==> src/core/csr_pkg.sv <==
// constants, types and field layout for the core special-register block
// assumes the execution unit presents one register access per cycle
package csr_pkg;
   // special register addresses within sector 0 (own map; direct address low byte)
   localparam logic [7:0] CSR_A_PORT0 = 8'h00;
   localparam logic [7:0] CSR_A_PTR0 = 8'h01;
   localparam logic [7:0] CSR_A_PORT1 = 8'h02;
   localparam logic [7:0] CSR_A_PTR1L = 8'h03;
   localparam logic [7:0] CSR_A_PTR1H = 8'h04;
   localparam logic [7:0] CSR_A_ACC = 8'h05;
   localparam logic [7:0] CSR_A_PCLOW = 8'h06;
   localparam logic [7:0] CSR_A_TBLLOW = 8'h07;
   localparam logic [7:0] CSR_A_TBLHIGH = 8'h08;
   localparam logic [7:0] CSR_A_TBHLATCH = 8'h09;
   localparam logic [7:0] CSR_A_STATUS = 8'h0A;
   localparam logic [7:0] CSR_A_BANK = 8'h0B;
   localparam logic [7:0] CSR_A_PORT2 = 8'h0C;
   localparam logic [7:0] CSR_A_PTR2L = 8'h0D;
   localparam logic [7:0] CSR_A_PTR2H = 8'h0E;
   // sector field width of a full data address
   localparam int CSR_SEC_W = 1;
   localparam logic [CSR_SEC_W-1:0] CSR_SEC_ZERO = 1'h0;
   // status bit positions
   localparam int CSR_B_WRAP = 0;
   localparam int CSR_B_NIB = 1;
   localparam int CSR_B_NIL = 2;
   localparam int CSR_B_SWRAP = 3;
   localparam int CSR_B_HALT = 4;
   localparam int CSR_B_DOG = 5;
   localparam int CSR_B_CNIL = 6;
   localparam int CSR_B_SXOR = 7;
   localparam logic [7:0] CSR_STATUS_RST = 8'h00;
   localparam logic [7:0] CSR_STATUS_RO = 8'h30;
   localparam logic [7:0] CSR_BANK_MASK = 8'h01;
   localparam logic [7:0] CSR_ZERO = 8'h00;
   localparam logic [7:0] CSR_MSB_MASK = 8'h80;
   localparam logic [4:0] CSR_NIB_LIM = 5'h10;
   // alu operation kinds reported by the execution unit
   typedef enum logic [2:0] {
      CSR_OP_NONE = 3'b000,
      CSR_OP_ADD = 3'b001,
      CSR_OP_SUB = 3'b010,
      CSR_OP_SBC = 3'b011,
      CSR_OP_LOGIC = 3'b100,
      CSR_OP_ROT = 3'b101,
      CSR_OP_ADC = 3'b110
   } csr_op_t;
   // pointer step requests
   typedef enum logic [1:0] {
      CSR_STEP_NONE = 2'b00,
      CSR_STEP_INC = 2'b01,
      CSR_STEP_DEC = 2'b10
   } csr_step_t;
   // all block state
   typedef struct packed {
      logic [7:0] ptr0;
      logic [7:0] ptr1l;
      logic [CSR_SEC_W-1:0] ptr1h;
      logic [7:0] ptr2l;
      logic [CSR_SEC_W-1:0] ptr2h;
      logic bank;
      logic [7:0] tbl_low;
      logic [7:0] tbl_high;
      logic [7:0] tbh_latch;
      logic [7:0] status;
      logic [7:0] rdata;
      logic dummy;
   } csr_state_t;
endpackage

==> src/core/csr_core_regs.sv <==
// core special registers: pointers, indirect ports, bank, table, status
// assumes the execution unit drives one access per cycle and owns data memory
`timescale 1ns/1ps
module csr_core_regs
   import csr_pkg::*;
(
   // clock and reset
   input wire logic clk_i,
   input wire logic rst_n_i,
   // register access from execution unit
   input wire logic acc_rd_i,
   input wire logic acc_wr_i,
   input wire logic acc_ext_i,
   input wire logic [CSR_SEC_W+7:0] acc_addr_i,
   input wire logic [7:0] acc_wdata_i,
   output logic [7:0] acc_rdata_o,
   // data memory side
   output logic mem_sel_o,
   output logic [CSR_SEC_W+7:0] mem_addr_o,
   // pointer step from inc/dec instructions
   input wire logic [1:0] step_i,
   // alu result for flag update
   input wire logic [2:0] op_i,
   input wire logic [7:0] op_a_i,
   input wire logic [7:0] op_b_i,
   input wire logic [7:0] res_i,
   input wire logic rot_c_i,
   // system events
   input wire logic wdt_clr_i,
   input wire logic halt_i,
   input wire logic wdt_tmo_i,
   // table read
   input wire logic tbl_rd_i,
   input wire logic [15:0] tbl_word_i,
   output logic [15:0] tbl_addr_o,
   // branch control
   output logic bank_o,
   output logic pc_load_o,
   output logic [7:0] pc_low_o,
   output logic dummy_o
);
   csr_state_t st_reg;
   csr_state_t st_next;
   csr_op_t op;
   logic [CSR_SEC_W+7:0] eff_addr;
   logic indirect;
   logic dir_wr;
   logic [8:0] sum9;
   logic [4:0] nib5;
   logic c7;
   logic swrap;
   logic nil;

   assign op = csr_op_t'(op_i);

   // true when low byte names one of the three indirect ports
   function automatic logic is_port(input logic [7:0] a);
      is_port = (a == CSR_A_PORT0) || (a == CSR_A_PORT1) || (a == CSR_A_PORT2);
   endfunction

   // effective address resolution
   always_comb begin
      indirect = 1'b0;
      eff_addr = acc_addr_i;
      if (acc_ext_i) begin
         eff_addr = acc_addr_i;
      end else if (acc_addr_i[7:0] == CSR_A_PORT0) begin
         indirect = 1'b1;
         eff_addr = {CSR_SEC_ZERO, st_reg.ptr0};
      end else if (acc_addr_i[7:0] == CSR_A_PORT1) begin
         indirect = 1'b1;
         eff_addr = {st_reg.ptr1h, st_reg.ptr1l};
      end else if (acc_addr_i[7:0] == CSR_A_PORT2) begin
         indirect = 1'b1;
         eff_addr = {st_reg.ptr2h, st_reg.ptr2l};
      end else begin
         eff_addr = {CSR_SEC_ZERO, acc_addr_i[7:0]};
      end
   end

   // memory access goes out for indirect or extended accesses
   assign mem_sel_o = (acc_rd_i || acc_wr_i) && (indirect || acc_ext_i);
   assign mem_addr_o = eff_addr;
   // a direct write lands in this block only when not redirected
   assign dir_wr = acc_wr_i && !indirect && !acc_ext_i;

   // arithmetic helpers for flag generation
   always_comb begin
      sum9 = 9'h000;
      nib5 = 5'h00;
      c7 = 1'b0;
      case (op)
         CSR_OP_ADD, CSR_OP_ADC: begin
            sum9 = {1'b0, op_a_i} + {1'b0, op_b_i} + {8'h00, (op == CSR_OP_ADC) &
                   st_reg.status[CSR_B_WRAP]};
            nib5 = {1'b0, op_a_i[3:0]} + {1'b0, op_b_i[3:0]} +
                   {4'h0, (op == CSR_OP_ADC) & st_reg.status[CSR_B_WRAP]};
            c7 = sum9[8] ^ op_a_i[7] ^ op_b_i[7] ^ res_i[7] ^ sum9[8];
         end
         CSR_OP_SUB, CSR_OP_SBC: begin
            // subtraction as a + ~b + carry, so carry out means no borrow
            sum9 = {1'b0, op_a_i} + {1'b0, ~op_b_i} + {8'h00, (op == CSR_OP_SUB) |
                   st_reg.status[CSR_B_WRAP]};
            nib5 = {1'b0, op_a_i[3:0]} + {1'b0, ~op_b_i[3:0]} +
                   {4'h0, (op == CSR_OP_SUB) | st_reg.status[CSR_B_WRAP]};
            c7 = op_a_i[7] ^ ~op_b_i[7] ^ res_i[7];
         end
         default: begin
            sum9 = 9'h000;
         end
      endcase
      swrap = c7 ^ sum9[8];
      nil = (res_i == CSR_ZERO);
   end

   // next-state logic
   always_comb begin
      st_next = st_reg;
      st_next.dummy = 1'b0;
      if (step_i == CSR_STEP_INC) begin
         st_next.ptr0 = st_reg.ptr0 + 8'h01;
      end else if (step_i == CSR_STEP_DEC) begin
         st_next.ptr0 = st_reg.ptr0 - 8'h01;
      end
      // flag updates from the alu
      case (op)
         CSR_OP_ADD, CSR_OP_ADC, CSR_OP_SUB, CSR_OP_SBC: begin
            st_next.status[CSR_B_WRAP] = sum9[8];
            st_next.status[CSR_B_NIB] = nib5 >= CSR_NIB_LIM;
            st_next.status[CSR_B_NIL] = nil;
            st_next.status[CSR_B_SWRAP] = swrap;
            st_next.status[CSR_B_SXOR] = swrap ^ res_i[7];
            if (op == CSR_OP_SUB) begin
               st_next.status[CSR_B_CNIL] = nil;
            end else if (op == CSR_OP_SBC) begin
               st_next.status[CSR_B_CNIL] = st_reg.status[CSR_B_CNIL] & nil;
            end
         end
         CSR_OP_LOGIC: begin
            st_next.status[CSR_B_NIL] = nil;
         end
         CSR_OP_ROT: begin
            st_next.status[CSR_B_WRAP] = rot_c_i;
         end
         default: begin
            st_next.status = st_next.status;
         end
      endcase
      // direct register writes; ports have no storage
      if (dir_wr) begin
         case (acc_addr_i[7:0])
            CSR_A_PTR0: st_next.ptr0 = acc_wdata_i;
            CSR_A_PTR1L: st_next.ptr1l = acc_wdata_i;
            CSR_A_PTR1H: st_next.ptr1h = acc_wdata_i[CSR_SEC_W-1:0];
            CSR_A_PTR2L: st_next.ptr2l = acc_wdata_i;
            CSR_A_PTR2H: st_next.ptr2h = acc_wdata_i[CSR_SEC_W-1:0];
            CSR_A_BANK: st_next.bank = acc_wdata_i[0];
            CSR_A_TBLLOW: st_next.tbl_low = acc_wdata_i;
            CSR_A_TBLHIGH: st_next.tbl_high = acc_wdata_i;
            CSR_A_TBHLATCH: st_next.tbh_latch = acc_wdata_i;
            CSR_A_STATUS: st_next.status = (acc_wdata_i & ~CSR_STATUS_RO) |
                                           (st_reg.status & CSR_STATUS_RO);
            CSR_A_PCLOW: st_next.dummy = 1'b1;
            default: st_next.dummy = st_next.dummy;
         endcase
      end
      if (tbl_rd_i) begin
         st_next.tbh_latch = tbl_word_i[15:8];
      end
      if (wdt_clr_i) begin
         st_next.status[CSR_B_HALT] = 1'b0;
      end else if (halt_i) begin
         st_next.status[CSR_B_HALT] = 1'b1;
      end
      // expiry: time-out set wins over a clear in the same cycle
      if (wdt_tmo_i) begin
         st_next.status[CSR_B_DOG] = 1'b1;
      end else if (wdt_clr_i || halt_i) begin
         st_next.status[CSR_B_DOG] = 1'b0;
      end
      // read data; ports read zero, low byte of table word on table read
      st_next.rdata = CSR_ZERO;
      if (tbl_rd_i) begin
         st_next.rdata = tbl_word_i[7:0];
      end else if (acc_rd_i && !acc_ext_i && !is_port(acc_addr_i[7:0])) begin
         case (acc_addr_i[7:0])
            CSR_A_PTR0: st_next.rdata = st_reg.ptr0;
            CSR_A_PTR1L: st_next.rdata = st_reg.ptr1l;
            CSR_A_PTR1H: st_next.rdata = {{(8-CSR_SEC_W){1'b0}}, st_reg.ptr1h};
            CSR_A_PTR2L: st_next.rdata = st_reg.ptr2l;
            CSR_A_PTR2H: st_next.rdata = {{(8-CSR_SEC_W){1'b0}}, st_reg.ptr2h};
            CSR_A_BANK: st_next.rdata = {7'h00, st_reg.bank} & CSR_BANK_MASK;
            CSR_A_TBLLOW: st_next.rdata = st_reg.tbl_low;
            CSR_A_TBLHIGH: st_next.rdata = st_reg.tbl_high;
            CSR_A_TBHLATCH: st_next.rdata = st_reg.tbh_latch;
            CSR_A_STATUS: st_next.rdata = st_reg.status;
            default: st_next.rdata = CSR_ZERO;
         endcase
      end
   end

   // state register; high pointer bytes clear at reset
   always_ff @(posedge clk_i) begin
      if (!rst_n_i) begin
         st_reg <= '0;
      end else begin
         st_reg <= st_next;
      end
   end

   // no stack path
   // outputs; status never leaves toward the stack, software saves it
   assign acc_rdata_o = st_reg.rdata;
   assign tbl_addr_o = {st_reg.tbl_high, st_reg.tbl_low};
   assign bank_o = st_reg.bank;
   // load only the low byte, page unchanged
   assign pc_load_o = dir_wr && (acc_addr_i[7:0] == CSR_A_PCLOW);
   assign pc_low_o = acc_wdata_i;
   assign dummy_o = st_reg.dummy;

   // checks
   port_read_zero_a: assert property (@(posedge clk_i) disable iff (!rst_n_i)
      acc_rd_i && !acc_ext_i && !tbl_rd_i && is_port(acc_addr_i[7:0]) |=> acc_rdata_o == 8'h00)
      else $error("indirect port direct read not zero");
   port_redirect_a: assert property (@(posedge clk_i) disable iff (!rst_n_i)
      acc_wr_i && !acc_ext_i && acc_addr_i[7:0] == CSR_A_PORT1 |->
      mem_sel_o && mem_addr_o == {st_reg.ptr1h, st_reg.ptr1l})
      else $error("port one not redirected to pointer");
   port0_sector_a: assert property (@(posedge clk_i) disable iff (!rst_n_i)
      mem_sel_o && !acc_ext_i && acc_addr_i[7:0] == CSR_A_PORT0 |->
      mem_addr_o[CSR_SEC_W+7:8] == '0)
      else $error("port zero left sector 0");
   ext_addr_a: assert property (@(posedge clk_i) disable iff (!rst_n_i)
      acc_ext_i && acc_rd_i |-> mem_sel_o && mem_addr_o == acc_addr_i)
      else $error("extended address altered");
   pc_dummy_a: assert property (@(posedge clk_i) disable iff (!rst_n_i)
      pc_load_o |=> dummy_o ##1 (!dummy_o || $past(pc_load_o)))
      else $error("dummy cycle missing after counter write");
   tbl_latch_a: assert property (@(posedge clk_i) disable iff (!rst_n_i)
      tbl_rd_i |=> st_reg.tbh_latch == $past(tbl_word_i[15:8]) &&
      acc_rdata_o == $past(tbl_word_i[7:0]))
      else $error("table read bytes wrong");
   status_ro_a: assert property (@(posedge clk_i) disable iff (!rst_n_i)
      dir_wr && acc_addr_i[7:0] == CSR_A_STATUS && !wdt_clr_i && !halt_i && !wdt_tmo_i
      |=> st_reg.status[5:4] == $past(st_reg.status[5:4]))
      else $error("status write touched read-only bits");
   dog_set_a: assert property (@(posedge clk_i) disable iff (!rst_n_i)
      wdt_tmo_i |=> st_reg.status[CSR_B_DOG])
      else $error("expiry bit not set on time-out");
   halt_set_a: assert property (@(posedge clk_i) disable iff (!rst_n_i)
      halt_i && !wdt_clr_i |=> st_reg.status[CSR_B_HALT] &&
      ($past(wdt_tmo_i) || !st_reg.status[CSR_B_DOG]))
      else $error("halt did not set halted bit");
   nil_flag_a: assert property (@(posedge clk_i) disable iff (!rst_n_i)
      op_i == CSR_OP_LOGIC |=> st_reg.status[CSR_B_NIL] == ($past(res_i) == 8'h00))
      else $error("result-nil bit wrong");
   sxor_flag_a: assert property (@(posedge clk_i) disable iff (!rst_n_i)
      op_i == CSR_OP_SUB |=> st_reg.status[CSR_B_SXOR] ==
      (st_reg.status[CSR_B_SWRAP] ^ $past(res_i[7])))
      else $error("sign-xor bit wrong");
   cnil_flag_a: assert property (@(posedge clk_i) disable iff (!rst_n_i)
      op_i == CSR_OP_SBC |=> st_reg.status[CSR_B_CNIL] ==
      ($past(st_reg.status[CSR_B_CNIL]) && $past(res_i) == 8'h00))
      else $error("chained-nil bit wrong");
   ptr_wrap_a: assert property (@(posedge clk_i) disable iff (!rst_n_i)
      step_i == CSR_STEP_INC && !dir_wr && st_reg.ptr0 == 8'hFF |=> st_reg.ptr0 == 8'h00)
      else $error("pointer did not wrap");
   bank_zero_a: assert property (@(posedge clk_i) disable iff (!rst_n_i)
      acc_rd_i && !acc_ext_i && !tbl_rd_i && acc_addr_i[7:0] == CSR_A_BANK |=>
      acc_rdata_o[7:1] == 7'h00)
      else $error("bank register upper bits not zero");
   // flag checks against plain arithmetic, not against the flag logic above, except cnil_sub_a, which compares with the result-nil bit
   wrap_add_a: assert property (@(posedge clk_i) disable iff (!rst_n_i)
      op_i == CSR_OP_ADD && !dir_wr |=>
      st_reg.status[CSR_B_WRAP] == ($past(res_i) < $past(op_a_i)))
      else $error("wrap-out bit wrong after add");
   rot_carry_a: assert property (@(posedge clk_i) disable iff (!rst_n_i)
      op_i == CSR_OP_ROT && !dir_wr |=> st_reg.status[CSR_B_WRAP] == $past(rot_c_i))
      else $error("wrap-out bit not loaded by rotate");
   nib_add_a: assert property (@(posedge clk_i) disable iff (!rst_n_i)
      op_i == CSR_OP_ADD && !dir_wr |=>
      st_reg.status[CSR_B_NIB] == ($past(res_i[3:0]) < $past(op_a_i[3:0])))
      else $error("nibble-wrap bit wrong after add");
   swrap_add_a: assert property (@(posedge clk_i) disable iff (!rst_n_i)
      op_i == CSR_OP_ADD && !dir_wr |=> st_reg.status[CSR_B_SWRAP] ==
      ($past(op_a_i[7]) == $past(op_b_i[7]) && $past(res_i[7]) != $past(op_a_i[7])))
      else $error("signed-wrap bit wrong after add");
   cnil_sub_a: assert property (@(posedge clk_i) disable iff (!rst_n_i)
      op_i == CSR_OP_SUB && !dir_wr |=>
      st_reg.status[CSR_B_CNIL] == st_reg.status[CSR_B_NIL])
      else $error("chained-nil bit differs from nil on subtract");
   cnil_keep_a: assert property (@(posedge clk_i) disable iff (!rst_n_i)
      (op_i == CSR_OP_ADD || op_i == CSR_OP_LOGIC) && !dir_wr |=>
      $stable(st_reg.status[CSR_B_CNIL]))
      else $error("chained-nil bit changed by another op");
   halt_clr_a: assert property (@(posedge clk_i) disable iff (!rst_n_i)
      wdt_clr_i |=> !st_reg.status[CSR_B_HALT])
      else $error("watchdog clear left halted bit set");
   dog_clr_a: assert property (@(posedge clk_i) disable iff (!rst_n_i)
      (wdt_clr_i || halt_i) && !wdt_tmo_i |=> !st_reg.status[CSR_B_DOG])
      else $error("expiry bit not cleared");
   bank_follow_a: assert property (@(posedge clk_i) disable iff (!rst_n_i)
      dir_wr && acc_addr_i[7:0] == CSR_A_BANK |=> bank_o == $past(acc_wdata_i[0]))
      else $error("bank bit did not follow write");
   port_keep_a: assert property (@(posedge clk_i) disable iff (!rst_n_i)
      acc_wr_i && !acc_ext_i && is_port(acc_addr_i[7:0]) && step_i == CSR_STEP_NONE |=>
      $stable({st_reg.ptr0, st_reg.ptr1l, st_reg.ptr1h, st_reg.ptr2l, st_reg.ptr2h,
      st_reg.bank}))
      else $error("indirect port write changed a register");
   port0_redirect_a: assert property (@(posedge clk_i) disable iff (!rst_n_i)
      (acc_rd_i || acc_wr_i) && !acc_ext_i && acc_addr_i[7:0] == CSR_A_PORT0 |->
      mem_sel_o && mem_addr_o == {CSR_SEC_ZERO, st_reg.ptr0})
      else $error("port zero not redirected to pointer");
   port2_sector_a: assert property (@(posedge clk_i) disable iff (!rst_n_i)
      (acc_rd_i || acc_wr_i) && !acc_ext_i && acc_addr_i[7:0] == CSR_A_PORT2 |->
      mem_sel_o && mem_addr_o == {st_reg.ptr2h, st_reg.ptr2l})
      else $error("port two sector not taken from high byte");
   ext_wr_a: assert property (@(posedge clk_i) disable iff (!rst_n_i)
      acc_ext_i && acc_wr_i |-> mem_sel_o && mem_addr_o == acc_addr_i && !pc_load_o)
      else $error("extended write altered or leaked");
   ptr_dec_a: assert property (@(posedge clk_i) disable iff (!rst_n_i)
      step_i == CSR_STEP_DEC && !dir_wr && st_reg.ptr0 == 8'h00 |=> st_reg.ptr0 == 8'hFF)
      else $error("pointer did not wrap downward");
   cov_ext_c: cover property (@(posedge clk_i) disable iff (!rst_n_i) acc_ext_i && acc_wr_i);
   cov_pc_c: cover property (@(posedge clk_i) disable iff (!rst_n_i) pc_load_o ##1 dummy_o);
   cov_tbl_c: cover property (@(posedge clk_i) disable iff (!rst_n_i) tbl_rd_i);
   cov_dog_c: cover property (@(posedge clk_i) disable iff (!rst_n_i)
      wdt_tmo_i ##1 wdt_clr_i);
   cov_port2_c: cover property (@(posedge clk_i) disable iff (!rst_n_i)
      mem_sel_o && acc_addr_i[7:0] == CSR_A_PORT2);
endmodule

==> config.mk <==
export PLATFORM = sky130hd
export DESIGN_NAME = csr_core_regs
export DESIGN_NICKNAME = d
export VERILOG_FILES = /design/src/core/csr_pkg.sv /design/src/core/csr_core_regs.sv
export SDC_FILE = /design/constraint.sdc
export NUM_CORES = 1
export LEC_CHECK = 0
export BUFFER_PORTS_ARGS = -buffer_cell sky130_fd_sc_hd__buf_2
export CORE_ASPECT_RATIO = 1.25
export CORE_UTILIZATION = 55
export CTS_BUF_LIST = sky130_fd_sc_hd__clkbuf_8
export DETAILED_ROUTE_END_ITERATION = 8
export PLACE_DENSITY = 0.93
export SYNTH_ARGS = -nofsm -noshare
export SYNTH_HDL_FRONTEND = slang
export SYNTH_SLANG_ARGS = --single-unit
==> constraint.sdc <==
create_clock -name clk_i -period 3.2 [get_ports clk_i]
set_input_delay 0.64 -clock clk_i [delete_from_list [all_inputs] [get_ports clk_i]]
set_output_delay 0.64 -clock clk_i [all_outputs]
set_load 0.03 [all_outputs]
---- Word level (Yosys, flattened, before mapping) ----
Index checks and enable logic that the tools add are counted.
storage, ports and cells
  register bits ........................... 68
  bits of input ports ..................... 72
  output and inout port bits .............. 45
  word-level logic and storage cells ...... 139
cells by class
  $add $sub $neg .......................... 10
  $lt $le $gt $ge ......................... 1
  eq/ne operators ......................... 21
  mux-type cells .......................... 39
  bitwise gates (word level) .............. 16
  reductions and logical operators ........ 38
operator list
  operator                                                             number
  8-bit 2-to-1 mux                                                     12
  8-bit one-hot mux with 10 select lines                               1
  59-bit 2-to-1 mux                                                    1
  8-bit by 4-bit == test with 1-bit output (second input constant)     7
  9-bit 2-to-1 mux                                                     4
  8-bit by 3-bit == test with 1-bit output (second input constant)     3
  2-bit AND reduction                                                  11
  8-bit by 8-bit adder with 9-bit output                               2
  9-bit by 1-bit adder with 9-bit output                               2
  9-bit one-hot mux with 2 select lines                                1
  8-bit by 2-bit == test with 1-bit output (second input constant)     2
  8-bit zero test                                                      2
  1-bit 2-to-1 mux                                                     16
  4-bit by 4-bit adder with 5-bit output                               2
  5-bit by 1-bit adder with 5-bit output                               2
  5-bit one-hot mux with 2 select lines                                1
  3-bit == test (second input constant)                                3
  8-bit by 1-bit adder with 8-bit output (second input constant)       1
  8-bit by 1-bit == test with 1-bit output (second input constant)     1
  8-bit NOT                                                            1
  8-bit by 6-bit bitwise OR with 8-bit output                          1
  2-bit nonzero test                                                   4
  8-bit by 1-bit subtractor with 8-bit output (second input constant)  1
  1-bit XOR                                                            8
  other kinds (18)                                                     36

---- Logic depth before layout (Yosys ltp) ----
Gate-level depths: netlist (run 1).
  depth in word-level cells ............... 15
  gate-level depth with buffers ........... 9
  gate-level depth less buffers ........... 8

---- Least setup slack after synthesis (run 1) ----
No wires, ideal clock.
  path kind ............................... input -> output
  start point ............................. input port acc_addr_i[5]
  end point ............................... output port mem_addr_o[1]
  data arrival time ....................... 2.831 ns
  slack ................................... -0.271 ns
  stages .................................. 8
  buffers on the path ..................... 2
  cells stage by stage .................... or4_1 > clkbuf_1 > or3_1 > buf_6 > nor2_4 > a21oi_1 > o21ai_0 > a21boi_0
between the ends
  longest elaborated chain between the ends .. 5
ends and longest elaborated chain
  element                                   line                 RTL
  from (decl)                               csr_core_regs.sv:14  input wire logic [CSR_SEC_W+7:0] acc_addr_i,
  8-bit by 4-bit == test with 1-bit output  csr_core_regs.sv:73  end else if (acc_addr_i[7:0] == CSR_A_PORT2) begin
  9-bit 2-to-1 mux                          csr_core_regs.sv:73
  9-bit 2-to-1 mux                          csr_core_regs.sv:70  end else if (acc_addr_i[7:0] == CSR_A_PORT1) begin
  9-bit 2-to-1 mux (*)                      csr_core_regs.sv:67  end else if (acc_addr_i[7:0] == CSR_A_PORT0) begin
  9-bit 2-to-1 mux (*)                      csr_core_regs.sv:65  if (acc_ext_i) begin
  to (decl)                                 csr_core_regs.sv:19  output logic [CSR_SEC_W+7:0] mem_addr_o,
Every way passes the cells marked *; elsewhere a longest branch is shown, timed or not.

---- Final worst setup path (run 1) ----
  start point ............................. input port acc_addr_i[5]
  end point ............................... output port mem_addr_o[4]
Same word-level chain as after synthesis.

==> results of run 1 <==
## layout make-up
type	count	area, µm²
Fill cell	629	2570
Inverter	18	67.56
Sequential cell	68	1361
Tap cell	95	118.9
Clock buffer	11	151.4
Clock inverter	5	51.30
Timing Repair Buffer	139	779.5
Multi-Input combinational cell	433	2828
## cell usage in the layout (no fill, tap or decap), types with 11 or more instances in the layout
cell	count
nand2_1	61
clkbuf_8	11
mux2i_1	47
nor2_1	79
buf_2	112
a21oi_1	33
buf_4	24
mux2_2	14
o21ai_0	31
nand3_1	12
dfxtp_1	68
ha_1	18
inv_1	19
nor3_1	12
## through the flow
step                      setup slack, ns  total power [W]  std cells  utilization
after detailed placement         -0.03978         0.001333        751       0.6430
after floorplan                  -0.05472         0.001190        582            -
after CTS                         0.01966         0.002049        767       0.6692
final                             0.06552         0.002059        769       0.6758
after global placement            0.03387         0.001313        751       0.6430
after global routing            -0.004902         0.002130        769       0.6758
## final timing paths
check	startpoint	to	slack [ns]	depth (start not counted)
max	acc_addr_i[5]	mem_addr_o[4]	0.07	8
min	wdt_clr_i	st_reg[13]	0.46	2
max reg2reg	st_reg[9]	st_reg[16]	1.47	6
min reg2reg	st_reg[54]	st_reg[54]	0.48	2
## timing repair
item / 4_1_cts / 5_1_grt
gates cloned: 0 / 0
endpoints found under the setup margin: 4 / 6
resized for setup: 1 / 13
setup buffers: 0 / 2
pin swaps: 0 / 3
## per-layer routing
| layer | up-vias | share of wire | global-route usage |
|---|---|---|---|
| li1 | 2197 | - | - |
| met1 | 2267 | 0.35 | 0.3572 |
| met2 | 301 | 0.50 | 0.5708 |
| met3 | 78 | 0.081 | 0.06905 |
| met4 | 0 | 0.062 | 0.2215 |
| met5 | - | 0 | 0 |
## kinds of logic (layout without fill, tap and decap cells)
family | after synthesis | in the layout | share of synthesized area
and+or+nand+nor | 219 | 219 | 0.2275
AOI/OAI and AO/OA | 124 | 124 | 0.1735
buffers and inverters | 81 | 173 | 0.09451
DFF | 68 | 68 | 0.2972
muxes | 61 | 61 | 0.1371
adders and majority gates | 18 | 18 | 0.04917
xor gates and xnor gates | 11 | 11 | 0.02103
## power breakdown
group / total [W] / leakage [nW] / internal [W] / switching (W)
sequential: 0.000913 / 0.553 / 0.000877 / 0.0000365
clock: 0.000727 / 0.107 / 0.000397 / 0.000330
combinational: 0.000419 / 1.60 / 0.000165 / 0.000254
total: 0.00206 / 2.26 / 0.00144 / 0.000621
## critical path, delay by kind of cell
family | cells | cell delay, ns
and+or+nand+nor | 3 | 1.11
buffers and inverters | 2 | 0.25
AOI/OAI and AO/OA | 3 | 0.48
==> metrics.md, run 1 <==
| Metric | Value |
|---|---|
| Run status | finished clean |
| Final setup skew | 0.01448 ns |
| Layout cells sized above 1 | 0.2730 |
| Root buffer cell | clkbuf_8 |
| TritonCTS clock tree | yes |
| Number of hold buffers added after cts | 0 |
| Post-synthesis cell type count | 60 |
| GRT Residual Overflow | 0 |
| Antenna violations before repair | 0 |
| Starting Density | 0.5778 |
| Hold Crit Class | in -> reg |
| Io pins | 117 |
| Clk_lat worst skew | 0.37 ns |
| Vias per cell | 6.298 |
| Power per cell area | 384.4 nW/µm² |
| Rel. slew slack | 0.5382 |
| Vias in the first global route | 4661 |
| Post-synth top flop | dfxtp_1 |
| Hold_ws | 0.4600 ns |
| CTS H-tree depth | 3 |
| FMAX | 319.0 MHz |
| WS Path Type | in -> out |
| Placed wire-length estimate | 10760 µm |
| Top cells by area, synth | dfxtp_1 (30%), mux2i_1 (10%), nor2_1 (6.5%), buf_4 (5.2%), nand2_1 (5.0%) |
| Die Wd | 83.63 µm |
| GRT Resource Usage Total | 0.3295 |
| Post-route minimum period | 3.134 ns |
| Post-synth EDFFs | 0 |
| CTS clk-pin slew, worst paths | 0.06 ns |
| Post-synth net total | 672 |
| Final setup fails | 0 |
| Placed Area | 5097 µm² |
| Most frequent cells after synthesis | nor2_1 (79), dfxtp_1 (68), nand2_1 (61), mux2i_1 (47), a21oi_1 (33) |
| Setup_tns | 0 ns |
| Share of the clock period used by the worst path | 0.9795 |
| Leakage power | 2.256 nW |
| Warnings from Yosys | 0 |
| Area leader, netlist | dfxtp_1 |
| Core Footprint | 7928 µm² |
| Top-count cell post-synth | nor2_1 |
| Least-Margin Pin Slew | 0.6919 ns |
| Final Cell Area | 5358 µm² |
| ANT nets after route | 0 |
| Post-synthesis cell area | 4581 µm² |
| Port Buffers | 116 |
| Routed Wire Length | 14400 µm |
| # clock sinks | 68 |
| Drt initial violations | 572 |
| Slowest-stage cell, CP | or4_4 |
| FFs w/ async S/R, synth | 0 |
| Top-area cell type share of the netlist area | 0.2972 |
| CP cell instances | buf_2, or4_4, or3_4, nor2_4, a221oi_1, a21oi_1, a2bb2oi_2, buf_6 |
| CTS buffer count | 9 |
| First-pass detailed-route iteration total | 7 |
| Post-synthesis cell count | 582 |
| Delay of the slowest critical-path stage | 0.54 ns |
| Per-cell routed wire length | 18.73 µm |
| Synthesis-to-layout area growth | 16.96% |
| WP data required | 2.56 ns |
| Layout Nets | 759 |
| First-pass GRT wire length | 22710 µm |
| Max Buffers Root-to-Sink | 2 |
| Post-route DRC | 0 |
| Die area | 8700 µm² |
| Max reg flops | 42 |
| Hold Violations, Final | 0 |
| Die height | 104.0 µm |
| Largest net degree at the start of global routing | 42 |
| Crit path capture type | primary output |
| Total of max-cap violations | 0 |
| Max Slew Vio Count | 0 |
| Num rows | 36 |
| Vias | 4843 |
| Worst vdd ir | 0.0002287 V |
| Register area share after synthesis | 0.2972 |
| Critical path peak fanout | 5 |
| Gp weighted congestion | 1.017 |
| #FFs+latches synth | 68 |
| Crit path DAT | 2.49 ns |
| N_diodes | 0 |
| Worst setup SP type | primary input |
| Syn avg cell area | 7.871 µm² |
(Power assumes the default switching activity.)
==> run 2: changes to the inputs <==
--- a/config.mk
+++ b/config.mk
@@ -10,7 +10,7 @@
 export CORE_UTILIZATION = 55
 export CTS_BUF_LIST = sky130_fd_sc_hd__clkbuf_8
 export DETAILED_ROUTE_END_ITERATION = 8
-export PLACE_DENSITY = 0.93
+export PLACE_DENSITY = 0.92
 export SYNTH_ARGS = -nofsm -noshare
 export SYNTH_HDL_FRONTEND = slang
 export SYNTH_SLANG_ARGS = --single-unit
==> run 2 against run 1 <==
  * Flip-flop and latch count unchanged
  * Critical path depth did not move
  * Clock skew about the same
  * Worst setup slack improved by 0.0029 ns
  * Highest routed layer unchanged
  * Utilization down 0.49 points
  * Clock-buffer cell count is 2 lower
  * Via count is 0.14% lower
  * Critical path type unchanged
==> metrics.md, run 2 (synthesized netlist as in run 1, its figures left out) <==
| Metric | Value |
|---|---|
| Most frequent cells in the layout | buf_2 (116), nor2_1 (79), dfxtp_1 (68) |
| First-pass GRT wire length | 22790 µm |
| Setup_tns | 0 ns |
| CP most frequent cell | buf_2 |
| Port Buffers | 116 |
| Delay of the slowest critical-path stage | 0.55 ns |
| Synthesis-to-layout area growth | 16.12% |
| Run status | finished clean |
| Critical R2R Launch | st_reg[9] |
| Least-Margin Pin Slew | 0.6749 ns |
| Crit path launch | acc_addr_i[5] |
| Io pins | 117 |
| Placed Cells | 752 |
| RSZ-0062 raised after global routing | no |
| Slowest-stage cell, CP | or4_1 |
| Max Slew Vio Count | 0 |
| Drt initial violations | 575 |
| Final setup fails | 0 |
| WS Path Type | in -> out |
| Crit path capture type | primary output |
| # clock sinks | 68 |
| First-pass detailed-route iteration total | 6 |
| WP data required | 2.56 ns |
| Vias | 4836 |
| Reg2Reg Setup Slack | 1.48 ns |
| CTS buffer count | 9 |
| Worst Path Buf+Inv | 2 |
| Max Buffers Root-to-Sink | 2 |
| Die height | 104.0 µm |
| Total of max-cap violations | 0 |
| Vias in the first global route | 4689 |
| GRT Resource Usage Total | 0.3302 |
| GRT Residual Overflow | 0 |
| Layout Nets | 760 |
| Worst R2R End | st_reg[16] |
| Vias per cell | 6.305 |
| Share of the clock period used by the worst path | 0.9786 |
| Worst vdd ir | 0.0002450 V |
| Rel. slew slack | 0.5496 |
| FMAX | 319.3 MHz |
| CP cell instances | buf_2, or4_1, or3_4, nor2_4, a221oi_1, a21oi_1, a2bb2oi_2, buf_2 |
| Die area | 8700 µm² |
| CTS H-tree depth | 3 |
| Placed Area | 5092 µm² |
| Hold Crit Class | reg -> reg |
| Num rows | 36 |
| Fin cells | 767 |
| Critical path depth | 8 |
| CP top delay family | simple AND/OR/NAND/NOR gates |
| Gp weighted congestion | 0.9836 |
| N_diodes | 0 |
| Antenna violations before repair | 0 |
| Crit path DAT | 2.49 ns |
| Hold Violations, Final | 0 |
| Hold_ws | 0.4782 ns |
| Post-route DRC | 0 |
| Die Wd | 83.63 µm |
| Root buffer cell | clkbuf_8 |
| Worst Setup EP | mem_addr_o[5] |
| Starting Density | 0.5778 |
| ANT nets after route | 0 |
| Final Cell Area | 5319 µm² |
| Power per cell area | 390.4 nW/µm² |
| Routed Wire Length | 14570 µm |
| Per-cell routed wire length | 19.00 µm |
| Layout cells sized above 1 | 0.2679 |
| Max reg flops | 42 |
| Critical path peak fanout | 5 |
| CTS clk-pin slew, worst paths | 0.08 ns |
| Largest net degree at the start of global routing | 48 |
| R2r worst-path depth | 6 |
| Fillers | 666 |
| Core Footprint | 7928 µm² |
| Placed wire-length estimate | 10860 µm |
| Leakage power | 2.245 nW |
| Final setup skew | 0.01478 ns |
| Commonest non-fill, non-tap cell in the layout | buf_2 |
| Worst setup SP type | primary input |
| Post-route minimum period | 3.132 ns |
| TritonCTS clock tree | yes |
| Clk_lat worst skew | 0.36 ns |
-- run 2: worst min path at each step --
stage,start,endpoint,slack [ns],cells past startpoint
finish,st_reg[53],st_reg[53],0.48,2
global route,wdt_clr_i,st_reg[13],0.48,2
CTS,st_reg[53],st_reg[53],0.47,2
detailed placement,st_reg[53],st_reg[53],0.46,2
global placement,st_reg[54],st_reg[54],0.44,2
floorplan,st_reg[54],st_reg[54],0.43,2
-- run 2: per-stage QoR --
step	worst slack, ns	power [W]	utilization
after global routing	0.004767	0.002136	0.6709
after global placement	0.02884	0.001312	0.6424
after detailed placement	-0.06192	0.001330	0.6424
final	0.06846	0.002077	0.6709
after floorplan	-0.05472	0.001190	-
after CTS	0.01816	0.002055	0.6673
-- run 2: per-layer routing --
metal,global-route usage,vias up,share of wire
met5,0,-,0
met4,0.2482,0,0.066
met3,0.05794,78,0.073
met2,0.5703,312,0.49
met1,0.3559,2245,0.37
li1,-,2201,-
-- run 2: repair_timing --
item / in CTS / in global routing
hold buffers: 0 / 0
buffers inserted: 0 / 2
pin swaps: 0 / 1
gates resized for setup: 1 / 2
endpoints found under the setup margin: 3 / 3
-- run 2: where the power goes --
part | switching (W) | total [W] | internal (W) | leakage [nW]
Clock | 0.000327 | 0.000749 | 0.000422 | 0.102
Sequential | 0.0000367 | 0.000913 | 0.000877 | 0.553
Combinational | 0.000253 | 0.000414 | 0.000161 | 1.59
-- run 2: worst reg2reg max path, delay by kind of cell (launching register included) --
kind / cells / cell delay, ns
XOR/XNOR: 1 / 0.21
flip-flops: 1 / 0.38
AO/OA/AOI/OAI: 3 / 0.67
AND/OR/NAND/NOR: 2 / 0.35
-- run 2: cell type report --
type                       count  area (µm²)  area share
inverter                      18       67.56     0.01270
tap                           95       118.9     0.02235
sequential                    68        1361      0.2559
multi-input combinational    433        2818      0.5298
clock buffer                   9       123.9     0.02329
clock inverter                 4       68.82     0.01294
timing repair buffer         140       760.7      0.1430
==> run 3: changes to the inputs <==
--- a/config.mk
+++ b/config.mk
@@ -10,7 +10,7 @@
 export CORE_UTILIZATION = 55
 export CTS_BUF_LIST = sky130_fd_sc_hd__clkbuf_8
 export DETAILED_ROUTE_END_ITERATION = 8
-export PLACE_DENSITY = 0.92
+export PLACE_DENSITY = 0.91
 export SYNTH_ARGS = -nofsm -noshare
 export SYNTH_HDL_FRONTEND = slang
 export SYNTH_SLANG_ARGS = --single-unit
==> run 3 against run 2 <==
  * First-iteration DRC count decreased by 20%
  * Design area decreased by 0.49%
  * Via count decreased by 1.7%
  * Critical path type unchanged
  * Routed wire length decreased by 2.9%
==> metrics.md, run 3 (synthesized netlist as in run 1, its figures left out) <==
| Metric | Value |
|---|---|
| Run status | finished clean |
| CTS H-tree depth | 3 |
| First-pass GRT wire length | 22260 µm |
| Vias | 4756 |
| Final Cell Area | 5293 µm² |
| GRT Residual Overflow | 0 |
| Most frequent cells in the layout | buf_2 (112), nor2_1 (79), dfxtp_1 (68) |
| Synthesis-to-layout area growth | 15.54% |
| Total of max-cap violations | 0 |
| Die Wd | 83.63 µm |
| Critical path peak fanout | 5 |
| Vias in the first global route | 4675 |
| Commonest non-fill, non-tap cell in the layout | buf_2 |
| Crit path DAT | 2.50 ns |
| Post-route minimum period | 3.141 ns |
| Share of the clock period used by the worst path | 0.9815 |
| WS Path Type | in -> out |
| Die height | 104.0 µm |
| Num rows | 36 |
| Least-Margin Pin Slew | 0.6388 ns |
| First-pass detailed-route iteration total | 6 |
| Max Slew Vio Count | 0 |
| Placed Area | 5077 µm² |
| Core Footprint | 7928 µm² |
| RSZ-0062 raised after global routing | yes |
| Crit path capture type | primary output |
| TritonCTS clock tree | yes |
| Per-cell routed wire length | 18.47 µm |
| Met2 WL | 6988 µm |
| CTS clk-pin slew, worst paths | 0.08 ns |
| Final worst setup slack | 0.05928 ns |
| N_diodes | 0 |
| Power per cell area | 369.2 nW/µm² |
| Routed Wire Length | 14150 µm |
| Final setup skew | 0.009087 ns |
| Leakage power | 2.224 nW |
| Rel. slew slack | 0.5736 |
| Layout Nets | 756 |
| Hold Violations, Final | 0 |
| Top Layer Used | met4 |
| Layout cells sized above 1 | 0.2697 |
| Final setup fails | 0 |
| FMAX | 318.4 MHz |
| Clk_lat worst skew | 0.37 ns |
| Starting Density | 0.5778 |
| Port Buffers | 116 |
| Routed length on met1 | 5248 µm |
| Vias per cell | 6.209 |
| Post-route DRC | 0 |
| Root buffer cell | clkbuf_8 |
| Die area | 8700 µm² |
| WP data required | 2.56 ns |
| ANT nets after route | 0 |
| Drt initial violations | 458 |
| CTS buffer count | 9 |
| Max reg flops | 42 |
| Gp weighted congestion | 0.9661 |
| Antenna violations before repair | 0 |
| Setup Slack @ Placement | -0.05954 ns |
| Fillers | 642 |
| Largest net degree at the start of global routing | 45 |
| # clock sinks | 68 |
| Max Buffers Root-to-Sink | 2 |
| Worst vdd ir | 0.0002456 V |
| Post-CTS Setup Bufs | 0 |
| Worst setup SP type | primary input |
| Placed wire-length estimate | 10730 µm |
| GRT Resource Usage Total | 0.3224 |
| Hold Crit Class | reg -> reg |
| Io pins | 117 |
| Final design utilization | 0.6676 |
| Met3 WL | 1041 µm |
| Number of hold buffers added after cts | 0 |
[run 3: changes by cell type in the layout (fill, tap and decap cells not counted), sizes merged]
cell and delta:
inv +1, clkbuf +1, buf -4, bufinv -2
clkinv +1, clkinvlp +2
[run 3: repair_timing]
| item | CTS | global route |
|---|---|---|
| gates cloned | 0 | 0 |
| gates resized for setup | 1 | 15 |
| setup endpoints to repair | 4 | 4 |
| pin swaps | 0 | 3 |
[run 3: final timing paths]
kind,start,to,slack [ns],depth (start not counted)
hold / removal,st_reg[54],st_reg[54],0.47,2
setup / recovery,acc_addr_i[5],mem_addr_o[5],0.06,8
setup reg to reg,st_reg[9],st_reg[16],1.47,6
hold reg to reg,st_reg[54],st_reg[54],0.47,2
[run 3: worst max-delay path, cell delays in order]
cell and delay [ns]:
buf_2 0.11, or4_4 0.54, or3_4 0.43, nor2_4 0.14
a221oi_1 0.12, a21oi_1 0.20, a2bb2oi_2 0.16, buf_6 0.14
[run 3: layout make-up]
| type | count | area, µm² | share of cell area |
|---|---|---|---|
| Inverter | 18 | 67.56 | 0.01277 |
| Multi-Input combinational cell | 433 | 2826 | 0.5340 |
| Timing Repair Buffer | 136 | 748.2 | 0.1414 |
| Clock inverter | 6 | 32.53 | 0.006147 |
| Tap cell | 95 | 118.9 | 0.02246 |
| Sequential cell | 68 | 1361 | 0.2572 |
| Clock buffer | 10 | 137.6 | 0.02600 |
[run 3: per-layer routing]
metal	up-vias	GRT usage
met2	265	0.5587
met1	2231	0.3515
met4	0	0.2094
met5	-	0
li1	2192	-
met3	68	0.06905
[run 3: where the power goes]
group	internal, W	total (W)	switching, W
combinational	0.000163	0.000412	0.000250
sequential	0.000877	0.000913	0.0000361
clock	0.000293	0.000629	0.000336
total	0.00133	0.00195	0.000621
[run 3: per-stage QoR]
stage	total power, W	instances	TNS [ns]	hold WS, ns
finish	0.001954	766	0	0.4679
global route	0.002027	766	-0.06362	0.4769
CTS	0.001942	766	0	0.4550
detailed placement	0.001329	750	-0.1298	0.4579
global placement	0.001310	750	0	0.4420
floorplan	0.001190	582	-0.05472	0.4319
